## src/core/hppb_pkg.sv

```systemverilog
/*
 * Shared constants of the host parallel bus port: bus widths and reset values.
 * Assumes nothing of its surroundings; it is compiled before every other file.
 */
package hppb_pkg;
	// Width of the host data lines
	localparam int DATA_W = 8;
	// Width of a register address
	localparam int ADDR_W = 4;
	// Field of the data lines that carries the address in multiplexed mode
	localparam int ADDR_LSB = 0;
	// Flip-flop stages in each input synchroniser
	localparam int SYNC_STAGES = 2;
	// Value after reset of the data output register
	localparam logic [7:0] DATA_RST = 8'h00;
	// Value after reset of the address registers
	localparam logic [3:0] ADDR_RST = 4'h0;
	// Value after reset of a synchronised active-low strobe or select
	localparam logic STROBE_RST = 1'b1;
endpackage : hppb_pkg

```

## src/core/hppb_port.sv

```systemverilog
/*
 * Byte-wide host bus port: detects multiplexed or plain bus use from the latch
 * strobe, decodes read and write cycles and drives the interrupt pin.
 * Assumes a register file on clock_in that answers reg_addr_out combinationally
 * on reg_rd_data_in, and an external buffer that resolves the data pins.
 */
// Contract
// Plain addressing by default, without latch strobe edges
// Latch strobe rising edge enters multiplexed mode
// Reset or select release leaves multiplexed mode
// Static latch strobe keeps plain mode
// New address per latch strobe, select ignored
// Address from pins plain, latched when multiplexed
// Data lines carry data, or address and data
// Multiplexed: low read strobe means register read
// Multiplexed: low write strobe means register write
// Plain: read strobe level selects direction
// Plain: low write strobe enables the cycle
// Only answer while selected, else release lines
// Interrupt pin low while anything is pending
// Host ties address pins in multiplexed use
// Host ties latch strobe high for plain use; the host model holds it low after its first multiplexed access
// Address taken from low data on strobe fall
// Plain cycle needs write strobe and select low
// Synchronise pins before edge detection and use
`timescale 1ns/1ps
module hppb_port (
	// Clock and reset
	input wire logic clock_in,
	input wire logic rstn_in,
	// Host bus pins
	input wire logic cs_n_in,
	input wire logic rd_n_in,
	input wire logic wr_n_in,
	input wire logic ale_in,
	input wire logic [3:0] reg_addr_in,
	input wire logic [7:0] host_data_bus_in,
	output logic [7:0] host_data_bus_out,
	output logic host_data_bus_oe_n_out,
	// Interrupt sources and pin
	input wire logic aux_irq_in,
	input wire logic irq_pending_in,
	output logic int_n_out,
	// Register file side
	input wire logic [7:0] reg_rd_data_in,
	output logic [3:0] reg_addr_out,
	output logic reg_rd_out,
	output logic reg_wr_out,
	output logic [7:0] reg_wr_data_out,
	output logic mux_mode_out
);
	// Synchronised pins
	logic cs_n_s;
	logic rd_n_s;
	logic wr_n_s;
	logic ale_s;
	logic aux_s;
	logic [3:0] addr_s;
	logic [7:0] data_s;
	// Edge detector history
	logic ale_d_r;
	logic cs_n_d_r;
	// Mode and latched address
	logic mux_r;
	logic mux_nxt;
	logic [3:0] lat_addr_r;
	// Cycle tracking
	logic rd_act_d_r;
	logic wr_act_d_r;
	logic [7:0] wdata_r;

	// Strobes, select and auxiliary interrupt, all reset high
	hppb_sync #(.W(5), .RST({5{hppb_pkg::STROBE_RST}})) u_sync_ctl (
		.clock_in(clock_in),
		.rstn_in(rstn_in),
		.d_in({cs_n_in, rd_n_in, wr_n_in, ale_in, aux_irq_in}),
		.q_out({cs_n_s, rd_n_s, wr_n_s, ale_s, aux_s})
	);

	// Address pins and data lines
	hppb_sync #(.W(12), .RST(12'h000)) u_sync_dat (
		.clock_in(clock_in),
		.rstn_in(rstn_in),
		.d_in({reg_addr_in, host_data_bus_in}),
		.q_out({addr_s, data_s})
	);

	// Edges of the latch strobe and select
	wire ale_rise = ale_s && !ale_d_r;
	wire ale_fall = !ale_s && ale_d_r;
	wire cs_release = cs_n_s && !cs_n_d_r;
	wire selected = !cs_n_s;

	// Mode: a rising latch strobe sets, select release clears, set wins
	always_comb begin
		mux_nxt = mux_r;
		if (ale_rise) begin
			mux_nxt = 1'b1;
		end else if (cs_release) begin
			mux_nxt = 1'b0;
		end
	end

	// Address in use: latched in multiplexed mode, pins otherwise
	wire [3:0] eff_addr = mux_r ? lat_addr_r : addr_s;

	// Cycle decode in both modes
	wire rd_mux = !rd_n_s && wr_n_s;
	wire wr_mux = !wr_n_s && rd_n_s;
	wire rd_plain = !wr_n_s && rd_n_s;
	wire wr_plain = !wr_n_s && !rd_n_s;
	wire rd_act = selected && (mux_r ? rd_mux : rd_plain);
	wire wr_act = selected && (mux_r ? wr_mux : wr_plain);
	wire wr_end = wr_act_d_r && !wr_act;
	// Hold the address through the last write cycle so the commit sees it
	wire addr_upd = !wr_act_d_r;

	// Edge history, mode and address latch
	always_ff @(posedge clock_in or negedge rstn_in) begin
		if (!rstn_in) begin
			ale_d_r <= hppb_pkg::STROBE_RST;
			cs_n_d_r <= hppb_pkg::STROBE_RST;
			mux_r <= 1'b0;
			lat_addr_r <= hppb_pkg::ADDR_RST;
		end else begin
			ale_d_r <= ale_s;
			cs_n_d_r <= cs_n_s;
			mux_r <= mux_nxt;
			// Any falling strobe latches, select level is not looked at
			if ((mux_r || ale_d_r) && ale_fall) begin
				lat_addr_r <= data_s[hppb_pkg::ADDR_LSB +: hppb_pkg::ADDR_W];
			end
		end
	end

	// Read path: drive the lines only during a selected read
	always_ff @(posedge clock_in or negedge rstn_in) begin
		if (!rstn_in) begin
			rd_act_d_r <= 1'b0;
			host_data_bus_oe_n_out <= 1'b1;
			host_data_bus_out <= hppb_pkg::DATA_RST;
			reg_rd_out <= 1'b0;
		end else begin
			rd_act_d_r <= rd_act;
			host_data_bus_oe_n_out <= !rd_act;
			host_data_bus_out <= reg_rd_data_in;
			reg_rd_out <= rd_act && !rd_act_d_r;
		end
	end

	// Write path: track the data, commit one pulse at the strobe end
	always_ff @(posedge clock_in or negedge rstn_in) begin
		if (!rstn_in) begin
			wr_act_d_r <= 1'b0;
			wdata_r <= hppb_pkg::DATA_RST;
			reg_wr_out <= 1'b0;
			reg_wr_data_out <= hppb_pkg::DATA_RST;
		end else begin
			wr_act_d_r <= wr_act;
			if (wr_act) begin
				wdata_r <= data_s;
			end
			reg_wr_out <= wr_end;
			reg_wr_data_out <= wdata_r;
		end
	end

	// Address, mode and interrupt outputs
	always_ff @(posedge clock_in or negedge rstn_in) begin
		if (!rstn_in) begin
			reg_addr_out <= hppb_pkg::ADDR_RST;
			mux_mode_out <= 1'b0;
			int_n_out <= 1'b1;
		end else begin
			if (addr_upd) begin
				reg_addr_out <= eff_addr;
			end
			mux_mode_out <= mux_r;
			int_n_out <= !(irq_pending_in || aux_s);
		end
	end
endmodule : hppb_port

```

## src/core/hppb_sync.sv

```systemverilog
/*
 * Multi-bit two-stage synchroniser for asynchronous host pins.
 * Assumes each bit is sampled on its own; bus skew is settled by the strobe timing.
 */
`timescale 1ns/1ps
module hppb_sync #(
	parameter int W = 1,
	parameter logic [W-1:0] RST = '0
) (
	// Clock and reset
	input wire logic clock_in,
	input wire logic rstn_in,
	// Asynchronous input and synchronised output
	input wire logic [W-1:0] d_in,
	output logic [W-1:0] q_out
);
	// First stage, read only by the second stage
	logic [W-1:0] meta_r;

	// Two flip-flops in series
	always_ff @(posedge clock_in or negedge rstn_in) begin
		if (!rstn_in) begin
			meta_r <= RST;
			q_out <= RST;
		end else begin
			meta_r <= d_in;
			q_out <= meta_r;
		end
	end
endmodule : hppb_sync
```

## config.mk

```make
export PLATFORM = sky130hd
export DESIGN_NAME = hppb_port
export DESIGN_NICKNAME = d
export VERILOG_FILES = /design/src/core/hppb_pkg.sv /design/src/core/hppb_port.sv /design/src/core/hppb_sync.sv
export SDC_FILE = /design/constraint.sdc
export NUM_CORES = 1
export LEC_CHECK = 0
export BUFFER_PORTS_ARGS = -buffer_cell sky130_fd_sc_hd__buf_2
export CAP_MARGIN = 20
export CELL_PAD_IN_SITES_DETAIL_PLACEMENT = 0
export CELL_PAD_IN_SITES_GLOBAL_PLACEMENT = 1
export CORE_MARGIN = 10
export CORE_UTILIZATION = 46
export DETAILED_ROUTE_END_ITERATION = 8
export PLACE_DENSITY = 0.8
export SLEW_MARGIN = 20
export SYNTH_ARGS = -nofsm -noshare
export SYNTH_HDL_FRONTEND = slang
export SYNTH_HIERARCHICAL = 1
export SYNTH_SLANG_ARGS = --single-unit
```

## constraint.sdc

```tcl
create_clock -name clock_in -period 4.1 [get_ports clock_in]
set_input_delay 0.615 -clock clock_in [delete_from_list [all_inputs] [get_ports clock_in]]
set_output_delay 0.615 -clock clock_in [all_outputs]
set_load 0.005 [all_outputs]
```

==> impl_metrics.toml, run 1 <==
[run_status]
outcome = "finished, final reports clean"

[clock_tree]
cts_root_buffer = "clkbuf_8"
cts_buffers = 9
post_cts_buffers = 0
htreeDepth = 3
ctsHoldBuffers = 0
clk_path_buf_depth = 2
clk_latency_ns = 0.34
cts_tree = "built"
clock_sinks = 76
clk_pin_slew_ns = 0.07
cts_resized = 0

[finish]
antenna_cells = 0
syn_to_final_growth_pct = 26.0
fillCellCount = 387
final_cell_mix = "62 x dfrtp_1, 51 x buf_2, 14 x dfstp_2"
layout.nets = 207
final_common_cell = "dfrtp_1"
layout-drive-gt1-share_pct = 52.7

[logic_synthesis]
syn-num-nets = 146
yosysWarnings = 6
synth_edf_count = 0
synth_xor_area_share_pct = 0.386
synthAdderAreaFrac_pct = 0
synth_top_family_by_area = "multiplexers"
muxShareOfSynthArea_pct = 9.04
synthSimpleGateAreaFrac_pct = 2.65
synth_area_leaders = "dfrtp_1 68%, dfstp_2 16%, mux2_4 5.3%, mux2_2 2.0%, mux2i_1 1.8%"
async_flop_share_pct = 100
postSynthCellCount = 118
synth-seq-area-share_pct = 84.6
yosysTopAreaCell = "dfrtp_1"
ys_types = 17
syn_avg_cell_area_um2 = 19.2
synth_seq_cells = 76
synth_compound_area_share_pct = 1.54
syn_area_um2 = 2270
ys.flop_type = "dfrtp_1"
synth.top_cell.area_share_pct = 68.4

[critical_path]
path_class = "flop to flop"
startpoint_type = "flop"
critPathRequiredTime_ns = 4.33
arrival_ns = 1.96
regToRegSetupSlack_ns = 2.36
path_max_fanout = 10
endpoint_kind = "flop"

[grt]
gr-total-overflow = 0
grt_use_total_pct = 9.80
use_met3_pct = 5.74
antenna_found_initial = 0
grt_pass1_vias = 1209
gr-max-usage-layer = "met2"
grt_util_met1_pct = 10.7
met2_usage_pct = 14.4
grt_max_degree = 52
grt_pass1_wl_um = 6020

[floorplanning]
initial_core_util_pct = 47.7
core_um2 = 4750
io_pins = 53
die_w_um = 90.2
rows = 25
fp.dieH_um = 90.2
die_area_um2 = 8140

[power]
switchingPower_uw = 350
combPwrFrac_pct = 7.9
power_leakage_uw = 0.00141
clkPwrFrac_pct = 41.2
vdd_drop_max_uv = 306
p_sw_share_pct = 20.1
power_frac_seq_pct = 50.9
cellInternalPower_uw = 1390
total_power_uw = 1740
power_density_nw_per_um2 = 607

[sta]
min_period_ns = 1.74
tightestPinTransition_ns = 0.594
hold_viol_final = 0
fin_crit_sh_pct = 42.4
fin_skew_ns = 0.00638
setup_viol = 0
rsz0062_at_grt = "false"
slew_violations = 0
slew_headroom_pct = 60.4
clock.fmax_mhz = 576
tns_ns = 0

[detailed_routing]
drc = 0
routedWlPerCell_um = 14.7
firstDrtPassIters = 4
viasPerCell = 4.25
dr.first_iter.drc_count = 32
num_vias = 1068
ant_nets = 0
wl_um = 3690

[placed_design]
io_buffers = 52
gp_congestion = 0.769
dp_hpwl_um = 2740

[min_path]
hp-class = "input port to asynchronous set/reset pin"

[run]
maxCapViolations = 0
-- worst max-delay path: stages (launching register included) --
cell and delay, ns:
dfrtp_1 0.49, xor2_1 0.20, or3_1 0.55, mux2_4 0.38
-- path summary, 6_finish.rpt --
check,start,endpoint,depth (start not counted)
min in group clock_in,u_sync_dat/meta_r[5]$_DFF_PN0_,u_sync_dat/q_out[5]$_DFF_PN0_,0
setup / recovery,mux_r$_DFFE_PN0P_,wdata_r[7]$_DFFE_PN0P_,3
hold reg to reg,u_sync_dat/meta_r[5]$_DFF_PN0_,u_sync_dat/q_out[5]$_DFF_PN0_,0
setup reg to reg,mux_r$_DFFE_PN0P_,wdata_r[7]$_DFFE_PN0P_,3
max in group asynchronous,rstn_in,wdata_r[6]$_DFFE_PN0P_,2
hold / removal,rstn_in,host_data_bus_out[7]$_DFF_PN0_,1
-- power by group through the flow --
stage / sequential [uW] / clock (uW) / combinational [uW]
final: 883 / 716 / 137
after global routing: 893 / 775 / 151
after CTS: 885 / 734 / 142
after detailed placement: 899 / 0 / 142
after global placement: 891 / 0 / 135
after floorplan: 889 / 0 / 64.5
-- cells in the mapped netlist, types with 2 or more instances --
cell / n
dfstp_2: 14
inv_1: 4
mux2i_1: 4
dfrtp_1: 62
o21ai_0: 7
nand2_1: 4
buf_6: 2
mux2_4: 8
nor2_1: 2
mux2_2: 4
-- area by class of cell --
| type | count | area, um^2 | area share, % |
|---|---|---|---|
| clock buffer | 9 | 124 | 4.33 |
| clock inverter | 7 | 139 | 4.86 |
| inverter | 4 | 15.0 | 0.525 |
| multi-input combinational | 35 | 309 | 10.8 |
| sequential | 76 | 1920 | 67.1 |
| tap | 67 | 83.8 | 2.93 |
| timing repair buffer | 53 | 270 | 9.45 |
-- registers in the layout, indices dropped and copies added, names as in the netlist, 4 cells and up --
name / flops
host_data_bus_out: 8
u_sync_ctl/q_out: 5
u_sync_dat/q_out: 12
u_sync_dat/meta_r: 12
reg_addr_out: 4
wdata_r: 8
lat_addr_r: 4
u_sync_ctl/meta_r: 5
reg_wr_data_out: 8
-- cell families after synthesis --
logic type,after synthesis
buffers and inverters,7
muxes,16
DFF,76
and+or+nand+nor,11
xor gates and xnor gates,1
AOI/OAI and AO/OA,7
-- stage by stage --
stage | cells | instance area [um^2] | hold slack (ns) | setup slack [ns] | util, %
2_1_floorplan | 118 | 2270 | 0.319 | 2.58 | -
3_3_place_gp | 235 | 2590 | 0.334 | 2.40 | 54.6
3_5_place_dp | 235 | 2590 | 0.335 | 2.30 | 54.6
4_1_cts | 251 | 2860 | 0.347 | 2.35 | 60.1
5_1_grt | 251 | 2860 | 0.299 | 2.31 | 60.2
6_report | 251 | 2860 | 0.273 | 2.36 | 60.2
-- routing by layer --
layer / vias to the layer above / wire length (um)
met1: 522 / 1500
met4: 0 / 63
li1: 504 / -
met3: 7 / 263
met2: 35 / 1860
met5: - / 0
(Power assumes the default switching activity.)
==> inputs of run 2 (changes only) <==
ABC_AREA = 1   (was unset)
CORE_UTILIZATION = 42   (was 46)
PLACE_DENSITY = 0.76   (was 0.8)
clock period = 1.7 ns   (was 4.1 ns; I/O delays follow)
==> run 2 against run 1 <==
Sequential share of layout area fell by 1.8 points. Register-to-register slack got worse by 1.8 ns. Die area rose by 7.0%. Non-clock buffer count rose by 8. Largest cell class unchanged. Highest routed layer unchanged.
==> impl_metrics.toml, run 2 <==
[placed_design]
place_area_um2 = 2640
dp_hpwl_um = 2720
io_buffers = 52
gp_congestion = 0.781

[detailed_routing]
firstDrtPassIters = 4
drc = 0
routedWlPerCell_um = 12.5
dr.first_iter.drc_count = 46
wl_um = 3740
num_vias = 1250
viasPerCell = 4.18
ant_nets = 0

[critical_path]
endpoint_kind = "primary output"
path_max_fanout = 1
slowest_delay_ns = 0.51
critPathRequiredTime_ns = 1.44
path_class = "flop to primary output"
path_buf_inv = 1
crit_family = "flip-flops"
crit_chain = "buf_2"
arrival_ns = 0.94
startpoint_type = "flop"
cp_slowest_cell = "dfstp_2"

[finish]
final_area_um2 = 2940
layout-drive-gt1-share_pct = 38.9
multiInputGateArea_um2 = 312
final_cell_mix = "62 x dfrtp_1, 51 x buf_2, 34 x nand2_1"
fillCellCount = 435
final_common_cell = "dfrtp_1"
antenna_cells = 0
seq_area_um2 = 1920
utilization_pct = 56.8
reg_top3 = "u_sync_dat/meta_r x12, u_sync_dat/q_out x12"
layout.nets = 252
syn_to_final_growth_pct = 30.0

[logic_synthesis]
synth-seq-area-share_pct = 84.9
ys.flop_type = "dfrtp_1"
yosysTopAreaCell = "dfrtp_1"
synth_area_leaders = "dfrtp_1 69%, dfstp_2 16%, nand2_1 5.6%, nand3_1 2.7%, a21oi_1 1.8%"
yosys-top-cells-count = "62 x dfrtp_1, 34 x nand2_1, 14 x dfstp_2"
yosysWarnings = 6
synth_edf_count = 0
synth.top_cell.area_share_pct = 68.6
ys_types = 12
syn_area_um2 = 2260
syn-num-nets = 180
syn_avg_cell_area_um2 = 14.9
synth_seq_cells = 76
async_flop_share_pct = 100
synth.most_common_cell = "dfrtp_1"
postSynthCellCount = 152

[clock_tree]
clk_pin_slew_ns = 0.07
cts_buffers = 9
clk_path_buf_depth = 2
cts_tree = "built"
clk_latency_ns = 0.33
cts_root_buffer = "clkbuf_8"
htreeDepth = 3
clock_sinks = 76

[power]
total_power_uw = 3940
vdd_drop_max_uv = 965
power_leakage_uw = 0.00148
power_density_nw_per_um2 = 1340

[grt]
grt_max_degree = 40
grt_use_total_pct = 9.34
gr-total-overflow = 0
grt_pass1_wl_um = 6240
grt_pass1_vias = 1314
antenna_found_initial = 0

[sta]
fin_hold_ws_ns = 0.0252
rsz0062_at_grt = "false"
setup_viol = 0
tns_ns = 0
fin_crit_sh_pct = 70.5
tightestPinTransition_ns = 0.480
hold_viol_final = 0
fin_skew_ns = 0.00614
slew_violations = 0
min_period_ns = 1.20
clock.fmax_mhz = 834
slew_headroom_pct = 68.0

[floorplanning]
initial_core_util_pct = 43.7
die_area_um2 = 8720
die_w_um = 93.4
core_um2 = 5170
io_pins = 53
fp.dieH_um = 93.4
rows = 26

[min_path]
hp-class = "input port to flop"

[run]
maxCapViolations = 0

[run_status]
outcome = "finished, final reports clean"
==> run 2: cell count changes in the layout (fill, tap and decap cells not counted), moves of 2 or more <==
cell | previous run | this run
nor2_2 | 0 | 2
dlygate4sd3_1 | 0 | 7
clkbuf_1 | 0 | 2
nand3_1 | 0 | 12
mux2_2 | 4 | 0
o21ai_0 | 7 | 2
a21oi_1 | 0 | 8
nand2_4 | 0 | 3
inv_2 | 0 | 2
nor2_1 | 2 | 6
mux2i_1 | 4 | 0
nand2_1 | 4 | 34
mux2_4 | 8 | 0
inv_1 | 4 | 6
==> run 2: logic make-up (layout without fill, tap and decap cells) <==
family                 count (synthesis)  count (layout)  share of synthesized area (%)
buffers and inverters                  8              85                           1.33
AND/OR/NAND/NOR                       58              58                           11.6
flip-flops                            76              76                           84.9
AO/OA/AOI/OAI                         10              10                           2.21
==> run 2: cell type report <==
class	count	area share [%]
multi-input cells	68	10.6
clock inverters	5	3.40
repair buffers	61	12.3
well taps	70	2.98
inverters	8	1.02
clock buffers	11	4.47
flip-flops and latches	76	65.3
==> run 2: through the flow <==
| stage | std cells | worst slack, ns |
|---|---|---|
| floorplan | 152 | 0.675 |
| CTS | 295 | 0.469 |
| detailed placement | 276 | 0.582 |
| finish | 299 | 0.501 |
| global route | 299 | 0.459 |
| global placement | 276 | 0.599 |
==> run 2: routing by layer <==
metal | global-route usage, % | wire length [um] | up-vias
li1 | - | - | 624
met1 | 11.6 | 1710 | 572
met2 | 12.1 | 1630 | 48
met3 | 5.60 | 341 | 6
met4 | 5.40 | 57 | 0
met5 | 0 | 0 | -
==> run 2: timing repair <==
action | in CTS | in global routing
hold buffers | 3 | 4
setup buffers | 0 | 0
resized for setup | 0 | 0
endpoints found under the hold margin | 25 | 4
==> run 2: path summary, 6_finish.rpt <==
check / endpoint / slack [ns] / cells after the start / from
max: int_n_out / 0.50 / 1 / int_n_out$_DFF_PN1_
min: host_data_bus_out[0]$_DFF_PN0_ / 0.03 / 1 / reg_rd_data_in[0]
max reg2reg: wdata_r[3]$_DFFE_PN0P_ / 0.59 / 6 / mux_r$_DFFE_PN0P_
min reg2reg: u_sync_dat/q_out[6]$_DFF_PN0_ / 0.35 / 0 / u_sync_dat/meta_r[6]$_DFF_PN0_
max in group asynchronous: u_sync_dat/q_out[8]$_DFF_PN0_ / 0.74 / 3 / rstn_in
min in group asynchronous: reg_wr_data_out[2]$_DFF_PN0_ / 0.43 / 2 / rstn_in
==> run 2: report_power, final <==
group          total (uW)  internal [uW]  leakage, uW  switching (uW)
Clock                1550            971     0.000117             583
Sequential           2080           2010     0.000894            77.1
Combinational         299            139     0.000473             160
Total                3940           3120      0.00148             820
==> inputs of run 3 (changes only) <==
CORE_UTILIZATION = 38   (was 42)
PLACE_DENSITY = 0.72   (was 0.76)
clock period = 1.04 ns   (was 1.7 ns; I/O delays follow)
==> run 3 against run 2 <==
The flow now finishes with violations (negative setup slack). Hold slack improved by 0.13 ns. Cell area rose by 12%. Non-clock buffer count rose by 25. Largest cell class unchanged.
==> impl_metrics.toml, run 3 (synthesis results as in run 2) <==
[run_status]
outcome = "finished with violations"
violations = "negative setup slack"

[clock_tree]
htreeDepth = 3
clk_path_buf_depth = 2
clk_pin_slew_ns = 0.08
cts_tree = "built"
cts_buffers = 9
cts_root_buffer = "clkbuf_8"
clock_sinks = 76
clk_latency_ns = 0.34

[sta]
fin_hold_ws_ns = 0.160
rsz0062_at_grt = "true"
slew_headroom_pct = 81.0
fin_crit_sh_pct = 106
hold_viol_final = 0
setup_ws_ns = -0.0625
clock.fmax_mhz = 907
tightestPinTransition_ns = 0.286
min_period_ns = 1.10
slew_violations = 0
fin_skew_ns = 0.00647
setup_viol = 8

[grt]
grt_pass1_vias = 1573
grt_pass1_wl_um = 7450
gr-total-overflow = 0
grt_use_total_pct = 9.89
antenna_found_initial = 0
grt_max_degree = 36

[finish]
final_cell_mix = "61 x dfrtp_1, 49 x buf_2, 27 x dlygate4sd3_1"
final_common_cell = "dfrtp_1"
instances_no_fill = 331
antenna_cells = 0
reg_top3 = "u_sync_dat/meta_r x12, u_sync_dat/q_out x12"
syn_to_final_growth_pct = 45.7
layout-drive-gt1-share_pct = 43.8
utilization_pct = 56.3
layout.nets = 279

[run]
maxCapViolations = 0

[floorplanning]
core_um2 = 5850
rows = 28
die_area_um2 = 9440
io_pins = 53
fp.dieH_um = 97.1
initial_core_util_pct = 38.6
die_w_um = 97.1

[detailed_routing]
drc = 0
routedWlPerCell_um = 13.1
ant_nets = 0
wl_um = 4350
dr.first_iter.drc_count = 50
num_vias = 1408
viasPerCell = 4.25
firstDrtPassIters = 4

[critical_path]
crit_chain = "buf_6"
endpoint_kind = "primary output"
path_buf_inv = 1
path_max_fanout = 1
cp_slowest_cell = "dfstp_2"
slowest_delay_ns = 0.53
critPathRequiredTime_ns = 0.88
arrival_ns = 0.95
crit_family = "flip-flops"
startpoint_type = "flop"
path_class = "flop to primary output"

[placed_design]
dp_cells = 284
io_buffers = 52
dp_hpwl_um = 2890
place_ws_ns = -0.0479
gp_congestion = 0.779

[power]
vdd_drop_max_uv = 995
power_density_nw_per_um2 = 1980
power_leakage_uw = 0.00160

[min_path]
hp-class = "input port to asynchronous set/reset pin"
[run 3: changes by cell type in the layout (fill, tap and decap cells not counted), sizes merged]
cell	change
inv	+1
clkinv	-2
buf	+5
dlygate4sd3	+20
clkinvlp	+2
bufinv	-1
nand2	+2
[run 3: power breakdown]
part           switching, uW  internal [uW]  total, uW  leakage (uW)
Clock                   1020           1430       2440      0.000106
Sequential               146           3280       3430      0.000893
Combinational            320            340        660      0.000604
Total                   1480           5050       6530       0.00160
[run 3: final timing paths]
path | endpoint | cells past startpoint | slack [ns] | start
min in group clock_in | u_sync_dat/q_out[7]$_DFF_PN0_ | 0 | 0.34 | u_sync_dat/meta_r[7]$_DFF_PN0_
max reg2reg | reg_wr_out$_DFF_PN0_ | 6 | -0.01 | u_sync_ctl/q_out[3]$_DFF_PN1_
min | reg_wr_data_out[0]$_DFF_PN0_ | 2 | 0.16 | rstn_in
min reg2reg | u_sync_dat/q_out[7]$_DFF_PN0_ | 0 | 0.34 | u_sync_dat/meta_r[7]$_DFF_PN0_
max | host_data_bus_oe_n_out | 1 | -0.06 | host_data_bus_oe_n_out$_DFF_PN1_
max in group asynchronous | u_sync_ctl/meta_r[2]$_DFF_PN1_ | 3 | 0.33 | rstn_in
[run 3: final cells by class]
cell class,count,area [um^2]
fillers,494,2560
well taps,75,93.8
multi-input cells,70,398
clock inverters,5,83.8
inverters,8,32.5
flip-flops and latches,76,1920
repair buffers,86,623
clock buffers,11,141
[run 3: timing repair]
action	CTS	global route
endpoints found under the hold margin	88	0
cloned	2	0
resized for setup	8	16
endpoints found under the setup margin	11	21
hold buffers	27	0
buffers inserted	0	2
pin swaps	2	4
[run 3: per-stage QoR]
stage / power, uW / setup TNS, ns / cell area [um^2]
floorplan: 3630 / 0 / 2260
global placement: 3950 / -0.180 / 2670
detailed placement: 3980 / -0.382 / 2670
CTS: 6550 / -0.178 / 3210
global route: 6880 / -0.719 / 3290
finish: 6530 / -0.161 / 3290
[run 3: layer usage]
layer  vias to the layer above  track usage, %  routed length, um
li1                        678               -                  -
met1                       685            10.8               1760
met2                        39            15.4               2200
met3                         6            4.69                333
met4                         0            5.79                 58
met5                         -               0                  0
